$ cat src/hdl/pec_pkg.sv
// constants and types for the enable and configuration register bank
package pec_pkg;

    localparam logic [7:0] REG_ENABLES_ADDR  = 8'h12;
    localparam logic [7:0] REG_CONFIG_ADDR   = 8'h13;
    localparam logic [7:0] REG_PASSWORD_ADDR = 8'h10;
    localparam logic [7:0] ENABLES_RESET     = 8'h00;
    localparam logic [7:0] CONFIG_RESET      = 8'h48;
    localparam logic [7:0] ENABLES_WMASK     = 8'h7f;

    // rail_and_output_enables fields
    localparam int EN_LINEAR_REG  = 0;
    localparam int EN_SWITCH_ONE  = 1;
    localparam int EN_SWITCH_TWO  = 2;
    localparam int EN_SWITCH_THREE = 3;
    localparam int EN_FIRST_GP    = 4;
    localparam int EN_SECOND_GP   = 5;
    localparam int EN_THIRD_GP    = 6;

    // io_and_supervisor_config fields
    localparam int CF_UNDERVOLTAGE_LOCKOUT_THRESHOLD_LSB    = 0;
    localparam int CF_SUPERVISOR_STRICTNESS      = 2;
    localparam int CF_POWER_GOOD_DELAY_SEL_LSB   = 3;
    localparam int CF_PAIRING     = 5;
    localparam int CF_BUF_TYPE    = 6;
    localparam int CF_RESET_TIME  = 7;

    localparam int CLK_HZ         = 100_000_000;
    localparam int RESET_SHORT_S  = 8;
    localparam int RESET_LONG_S   = 15;
    localparam int PG_DLY0_MS     = 10;
    localparam int PG_DLY1_MS     = 20;
    localparam int PG_DLY2_MS     = 50;
    localparam int PG_DLY3_MS     = 150;
    localparam longint RESET_SHORT_CYC = longint'(RESET_SHORT_S) * CLK_HZ;
    localparam longint RESET_LONG_CYC  = longint'(RESET_LONG_S) * CLK_HZ;
    localparam longint PG_DLY0_CYC = longint'(PG_DLY0_MS) * (CLK_HZ / 1000);
    localparam longint PG_DLY1_CYC = longint'(PG_DLY1_MS) * (CLK_HZ / 1000);
    localparam longint PG_DLY2_CYC = longint'(PG_DLY2_MS) * (CLK_HZ / 1000);
    localparam longint PG_DLY3_CYC = longint'(PG_DLY3_MS) * (CLK_HZ / 1000);

    typedef enum logic [1:0] {PEC_PG_LOW, PEC_PG_WAIT, PEC_PG_HIGH} pec_pg_state_t;

endpackage : pec_pkg

$ cat src/hdl/pec_regs.sv
// password-protected rail enable and io/supervisor configuration registers
`timescale 1ns/1ps
module pec_regs #(
    parameter logic [7:0] UNLOCK_KEY     = 8'h7d,
    parameter longint     RESET_SHORT    = pec_pkg::RESET_SHORT_CYC,
    parameter longint     RESET_LONG     = pec_pkg::RESET_LONG_CYC,
    parameter longint     PG_DLY0        = pec_pkg::PG_DLY0_CYC,
    parameter longint     PG_DLY1        = pec_pkg::PG_DLY1_CYC,
    parameter longint     PG_DLY2        = pec_pkg::PG_DLY2_CYC,
    parameter longint     PG_DLY3        = pec_pkg::PG_DLY3_CYC
) (
    input  wire logic       mclk,
    input  wire logic       reset_n,
    input  wire logic       reg_wr,
    input  wire logic       reg_rd,
    input  wire logic [7:0] reg_addr,
    input  wire logic [7:0] reg_wdata,
    output logic      [7:0] reg_rdata,
    input  wire logic       seq_update,
    input  wire logic       seq_switch_one,
    input  wire logic       seq_linear_reg,
    input  wire logic       push_button_n,
    input  wire logic       rails_good,
    input  wire logic       first_gp_pin_i,
    output logic            first_gp_pin_o,
    output logic            first_gp_pin_oe,
    output logic            second_gp_output_o,
    output logic            second_gp_output_oe,
    output logic            second_gp_output_push_pull,
    output logic            third_gp_control,
    output logic            switch_one_enable,
    output logic            switch_two_enable,
    output logic            switch_three_enable,
    output logic            linear_reg_enable,
    output logic            power_good,
    output logic            push_button_reset,
    output logic            supervisor_strictness,
    output logic            overvoltage_monitor_en,
    output logic      [1:0] undervoltage_lockout_threshold
);

    ////////////////////////////////////////////////////////////////////////////////
    logic [7:0]            enables_ff;
    logic [7:0]            config_ff;
    logic                  unlocked_ff;
    logic [31:0]           pb_cnt_ff;
    logic [31:0]           pg_cnt_ff;
    pec_pkg::pec_pg_state_t pg_state_ff;
    logic                  wr_en;
    logic                  wr_cfg;
    logic                  second_level;
    logic [31:0]           pg_target;
    logic [31:0]           pb_target;

    function automatic logic [31:0] pg_delay(input logic [1:0] sel);
        unique case (sel)
            2'h0: pg_delay = 32'(PG_DLY0);
            2'h1: pg_delay = 32'(PG_DLY1);
            2'h2: pg_delay = 32'(PG_DLY2);
            2'h3: pg_delay = 32'(PG_DLY3);
        endcase
    endfunction : pg_delay

    // both timers compare against a target that software may lower mid-count
    function automatic logic reached(input logic [31:0] cnt, input logic [31:0] lim);
        reached = cnt >= lim;
    endfunction : reached

    // one unlock admits exactly one following write; any other write relocks
    // a wrong key relocks too, so a stray write cannot open the bank by chance
    assign wr_en  = reg_wr && unlocked_ff && reg_addr == pec_pkg::REG_ENABLES_ADDR;
    assign wr_cfg = reg_wr && unlocked_ff && reg_addr == pec_pkg::REG_CONFIG_ADDR;

    always_ff @(posedge mclk or negedge reset_n)
    begin
        if (!reset_n)
            unlocked_ff <= 1'b0;
        else if (reg_wr)
            unlocked_ff <= reg_addr == pec_pkg::REG_PASSWORD_ADDR
                           && reg_wdata == UNLOCK_KEY;
    end

    ////////////////////////////////////////////////////////////////////////////////
    // sequencer wins over a software write in the same cycle
    always_ff @(posedge mclk or negedge reset_n)
    begin
        if (!reset_n)
            enables_ff <= pec_pkg::ENABLES_RESET;
        else
        begin
            // reserved top bit is never stored, so it always reads back zero
            if (wr_en)
                enables_ff <= reg_wdata & pec_pkg::ENABLES_WMASK;
            if (seq_update)
            begin
                enables_ff[pec_pkg::EN_SWITCH_ONE] <= seq_switch_one;
                enables_ff[pec_pkg::EN_LINEAR_REG] <= seq_linear_reg;
            end
        end
    end

    always_ff @(posedge mclk or negedge reset_n)
    begin
        if (!reset_n)
            config_ff <= pec_pkg::CONFIG_RESET;
        else if (wr_cfg)
            config_ff <= reg_wdata;
    end

    // password reads back zero, unmapped reads zero
    always_ff @(posedge mclk or negedge reset_n)
    begin
        if (!reset_n)
            reg_rdata <= 8'h00;
        else if (reg_rd)
        begin
            if (reg_addr == pec_pkg::REG_ENABLES_ADDR)
                reg_rdata <= enables_ff;
            else if (reg_addr == pec_pkg::REG_CONFIG_ADDR)
                reg_rdata <= config_ff;
            else
                reg_rdata <= 8'h00;
        end
    end

    ////////////////////////////////////////////////////////////////////////////////
    always_ff @(posedge mclk or negedge reset_n)
    begin
        if (!reset_n)
        begin
            switch_one_enable   <= 1'b0;
            switch_two_enable   <= 1'b0;
            switch_three_enable <= 1'b0;
            linear_reg_enable   <= 1'b0;
        end
        else
        begin
            switch_one_enable   <= enables_ff[pec_pkg::EN_SWITCH_ONE];
            switch_two_enable   <= enables_ff[pec_pkg::EN_SWITCH_TWO];
            switch_three_enable <= enables_ff[pec_pkg::EN_SWITCH_THREE];
            linear_reg_enable   <= enables_ff[pec_pkg::EN_LINEAR_REG];
        end
    end

    // the third pin's reset role is handled elsewhere; only its level bit leaves here
    always_ff @(posedge mclk or negedge reset_n)
    begin
        if (!reset_n)
            third_gp_control <= 1'b0;
        else
            third_gp_control <= enables_ff[pec_pkg::EN_THIRD_GP];
    end

    // pin input is taken as synchronous, so it is used without a synchroniser
    assign second_level = config_ff[pec_pkg::CF_PAIRING] ? first_gp_pin_i
                                                         : enables_ff[pec_pkg::EN_SECOND_GP];

    always_ff @(posedge mclk or negedge reset_n)
    begin
        if (!reset_n)
        begin
            first_gp_pin_o  <= 1'b0;
            first_gp_pin_oe <= 1'b0;
        end
        else
        begin
            first_gp_pin_o  <= 1'b0;
            first_gp_pin_oe <= !config_ff[pec_pkg::CF_PAIRING]
                               && !enables_ff[pec_pkg::EN_FIRST_GP];
        end
    end

    always_ff @(posedge mclk or negedge reset_n)
    begin
        if (!reset_n)
        begin
            second_gp_output_o  <= 1'b0;
            second_gp_output_oe <= 1'b0;
        end
        else
        begin
            second_gp_output_o  <= second_level;
            // open drain drives only the low level
            second_gp_output_oe <= config_ff[pec_pkg::CF_BUF_TYPE] || !second_level;
        end
    end

    // the buffer type goes out on its own; the pad picks the high-level source from it
    always_ff @(posedge mclk or negedge reset_n)
    begin
        if (!reset_n)
            second_gp_output_push_pull <= 1'b0;
        else
            second_gp_output_push_pull <= config_ff[pec_pkg::CF_BUF_TYPE];
    end

    ////////////////////////////////////////////////////////////////////////////////
    always_ff @(posedge mclk or negedge reset_n)
    begin
        if (!reset_n)
        begin
            supervisor_strictness  <= 1'b0;
            overvoltage_monitor_en <= 1'b0;
        end
        else
        begin
            supervisor_strictness  <= config_ff[pec_pkg::CF_SUPERVISOR_STRICTNESS];
            overvoltage_monitor_en <= config_ff[pec_pkg::CF_SUPERVISOR_STRICTNESS];
        end
    end

    always_ff @(posedge mclk or negedge reset_n)
    begin
        if (!reset_n)
            undervoltage_lockout_threshold <= 2'h0;
        else
            undervoltage_lockout_threshold <= config_ff[pec_pkg::CF_UNDERVOLTAGE_LOCKOUT_THRESHOLD_LSB +: 2];
    end

    assign pg_target = pg_delay(config_ff[pec_pkg::CF_POWER_GOOD_DELAY_SEL_LSB +: 2]);

    // delay counts only on the way up; a drop of rails_good ends it at once
    always_ff @(posedge mclk or negedge reset_n)
    begin
        if (!reset_n)
        begin
            pg_state_ff <= pec_pkg::PEC_PG_LOW;
            pg_cnt_ff   <= 32'h0;
            power_good  <= 1'b0;
        end
        else if (!rails_good)
        begin
            pg_state_ff <= pec_pkg::PEC_PG_LOW;
            pg_cnt_ff   <= 32'h0;
            power_good  <= 1'b0;
        end
        else
        begin
            unique case (pg_state_ff)
                pec_pkg::PEC_PG_LOW:
                begin
                    pg_state_ff <= pec_pkg::PEC_PG_WAIT;
                    pg_cnt_ff   <= 32'h1;
                end
                pec_pkg::PEC_PG_WAIT:
                begin
                    if (reached(pg_cnt_ff, pg_target))
                    begin
                        pg_state_ff <= pec_pkg::PEC_PG_HIGH;
                        power_good  <= 1'b1;
                    end
                    else
                        pg_cnt_ff <= pg_cnt_ff + 32'h1;
                end
                pec_pkg::PEC_PG_HIGH:
                    power_good <= 1'b1;
                // the spare state code falls back to low
                default:
                    pg_state_ff <= pec_pkg::PEC_PG_LOW;
            endcase
        end
    end

    ////////////////////////////////////////////////////////////////////////////////
    assign pb_target = config_ff[pec_pkg::CF_RESET_TIME] ? 32'(RESET_LONG)
                                                         : 32'(RESET_SHORT);

    // reset pulse is raised once per hold and stays up until the button is released
    always_ff @(posedge mclk or negedge reset_n)
    begin
        if (!reset_n)
            pb_cnt_ff <= 32'h0;
        else if (push_button_n)
            pb_cnt_ff <= 32'h0;
        else if (!reached(pb_cnt_ff, pb_target - 32'h1))
            pb_cnt_ff <= pb_cnt_ff + 32'h1;
    end

    // the counter parks one below its target, so one long press cannot wrap and pulse twice
    always_ff @(posedge mclk or negedge reset_n)
    begin
        if (!reset_n)
            push_button_reset <= 1'b0;
        else if (push_button_n)
            push_button_reset <= 1'b0;
        else if (reached(pb_cnt_ff, pb_target - 32'h1))
            push_button_reset <= 1'b1;
    end

endmodule : pec_regs

$ cat config.mk
export PLATFORM = sky130hd
export DESIGN_NAME = pec_regs
export DESIGN_NICKNAME = d
export VERILOG_FILES = /design/src/hdl/pec_pkg.sv /design/src/hdl/pec_regs.sv
export SDC_FILE = /design/constraint.sdc
export NUM_CORES = 1
export LEC_CHECK = 0
export BUFFER_PORTS_ARGS = -buffer_cell sky130_fd_sc_hd__buf_2
export CORE_ASPECT_RATIO = 1.2
export CORE_MARGIN = 4
export CORE_UTILIZATION = 54
export CTS_BUF_LIST = sky130_fd_sc_hd__clkbuf_4 sky130_fd_sc_hd__clkbuf_8 sky130_fd_sc_hd__clkbuf_16
export DETAILED_ROUTE_END_ITERATION = 10
export HOLD_SLACK_MARGIN = 0.02
export PLACE_DENSITY = 0.76
export SETUP_SLACK_MARGIN = 0.5
export SYNTH_ARGS = -nofsm -noshare
export SYNTH_HDL_FRONTEND = slang
export SYNTH_SLANG_ARGS = --single-unit
$ cat constraint.sdc
create_clock -name mclk -period 2.8 [get_ports mclk]
set_input_delay 0.84 -clock mclk [delete_from_list [all_inputs] [get_ports mclk]]
set_output_delay 0.84 -clock mclk [all_outputs]
set_load 0.05 [all_outputs]
==> impl_metrics.ini <==
[floorplan]
dieHeight_um = 122
start_util_pct = 55.5
pin_count = 50
rows = 41
die_w_um = 103
core-area_um2 = 10600
die-area_um2 = 12700

[logic_synthesis]
synth-async-reset-ratio_pct = 100
synth.net_count = 656
synth_area_leader_cell = dfrtp_1
synth-seq-cells = 104
synthTopCellsByArea = dfrtp_1, ha_1, mux2_2
synth_ff_type = dfrtp_1
ys_types = 69
netlist_instances = 598
syn_area_per_cell_um2 = 9.85
synth_top_area_share_pct = 43.3
syn_area_um2 = 5890
yosysWarnings = 0
yosysSeqAreaShare_pct = 44.2
synth_edf_count = 0

[routing]
wl_per_cell_um = 19.9
finalWirelength_um = 16300
vias_per_cell = 6.49
drc = 0
drtPass1Iterations = 5
num_vias = 5318
drt_iter0_markers = 388
antenna_left = 0

[cts]
cts.clk_slew.worst_paths_ns = 0.08
clk_latency_ns = 0.35
clock_sinks = 104
cts-root-buf = clkbuf_16
clockBufferDepth = 2
cts_tree = done
htreeDepth = 3
cts_buffers = 9
hold_buffers = 0

[critical_path]
crit_fanout = 13
critPathCaptureType = flop
arrival_ns = 2.89
path_class = flop to flop
cp.required_ns = 3.08
startpoint_type = flop

[final_layout]
syn_to_final_growth_pct = 29.7
fin_util_pct = 72.0
layout.cells.non_filler = 819
fin_nets = 743
final_common_cell = dfrtp_1
stdcell_area_um2 = 7640
final_cell_mix = dfrtp_1, nor2_1, buf_2
layout-drive-gt1-share_pct = 34.6
regArea_um2 = 2610
multiInputGateArea_um2 = 3690
diodes = 0
fillers = 711

[grt]
grt-ovfl-total = 0
track_usage_pct = 25.9
grt_antenna_before_repair = 0
grt_pass1_wl_um = 25900
grt_pass1_vias = 5317
grt_max_degree = 47

[power_and_ir_drop]
ir_drop_uv = 348
leakage_nw = 3.37
power_density_nw_per_um2 = 401

[sta]
finalClockSkew_ns = 0.00661
fmax_ghz = 0.383
worst_slew_pin_slew_ns = 0.657
report.final.slew_viol_count = 0
setup_viol = 0
finalCriticalPeriod_ns = 2.61
setup_tns_ns = 0
rsz0062_at_grt = true
relSlewSlack_pct = 56.1
hold_viol = 0
period_share_pct = 93.3

[place]
dp_cells = 764
place_area_um2 = 6520
dp_hpwl_um = 9950
place_congestion = 0.829
numPortBuffers = 48

[job]
max-cap-violations = 0

[worst_hold_path]
hp-class = flop to flop

[outcome]
status = complete, no violations
[flip-flops by register name, summed over array words and instances (netlist names), 2 cells and up]
register and flops:
reg_rdata 8, config_ff 8, pg_cnt_ff 32, undervoltage_lockout_threshold 2, pg_state_ff 2, enables_ff 7
pb_cnt_ff 32
[cells by family after synthesis]
group	count (synthesis)	share of synthesized area (%)
buf+inv	47	3.74
flops	104	44.2
simple gates	261	25.6
xor+xnor	1	0.149
other cells	1	0.0636
fa+ha+maj	32	6.79
compound gates	131	15.5
mux	21	3.95
[final cells by class]
class,count,share of cell area [%]
Inverter,20,1.15
Tap cell,129,2.11
Timing Repair Buffer,101,10.2
Clock inverter,7,1.24
Multi-Input combinational cell,449,48.3
Sequential cell,104,34.1
Clock buffer,9,2.95
[critical path, cell delays in order (launching register included)]
cell,delay [ns]
dfrtp_2,0.45
buf_6,0.15
ha_4,0.24
a21o_1,0.18
a211oi_2,0.19
o21a_1,0.21
o211ai_1,0.16
buf_4,0.19
buf_6,0.13
or4_1,0.50
a21oi_1,0.13
[repair_timing]
item,4_1_cts,5_1_grt
buffers inserted,27,7
pin swaps,55,26
endpoints found under the hold margin,0,0
gates cloned,4,1
resized for setup,46,49
setup endpoints to repair,59,69
[stage by stage]
step | worst slack [ns] | hold slack [ns] | power, mW
floorplan | 0.221 | 0.371 | 1.66
global placement | 0.221 | 0.384 | 1.74
detailed placement | 0.165 | 0.384 | 1.74
CTS | 0.282 | 0.401 | 3.09
global route | 0.108 | 0.421 | 3.18
finish | 0.187 | 0.405 | 3.06
[Yosys cell counts (4+ instances only)]
library cell,n
nor2b_1,9
nand2_1,47
a31oi_1,11
nor2_1,52
inv_1,20
dfrtp_1,102
a221o_1,11
o31ai_1,15
or3_1,5
nor4_2,4
o21ai_0,16
nor3_1,8
and4_1,8
clkbuf_1,14
and3_1,27
a21oi_1,36
nand4_1,21
a22oi_1,7
ha_1,32
mux2_2,18
nor4_1,7
or4_1,15
buf_2,5
nand3_1,27
buf_4,6
and2_1,6
[final timing paths]
kind / startpoint / end / slack [ns] / cells after the start
hold / removal: config_ff[0] / undervoltage_lockout_threshold[0] / 0.40 / 0
hold reg to reg: config_ff[0] / undervoltage_lockout_threshold[0] / 0.40 / 0
setup / recovery: config_ff[7] / pb_cnt_ff[19] / 0.19 / 10
max in group asynchronous: reset_n / enables_ff[2] / 1.63 / 2
min in group asynchronous: reset_n / push_button_reset / 0.48 / 1
setup reg to reg: config_ff[7] / pb_cnt_ff[19] / 0.19 / 10
[power breakdown]
group | total [mW] | switching [mW] | internal (mW)
clock network | 1.34 | 0.618 | 0.722
logic | 0.188 | 0.137 | 0.0508
registers | 1.54 | 0.0161 | 1.52
[routing by layer]
layer	wire, µm	GRT usage, %	vias up
met4	527	12.3	0
met5	0	0	-
li1	-	-	2444
met1	6320	31.8	2640
met2	8670	43.7	184
met3	784	4.21	50
Power figures use the tool's default switching activity.
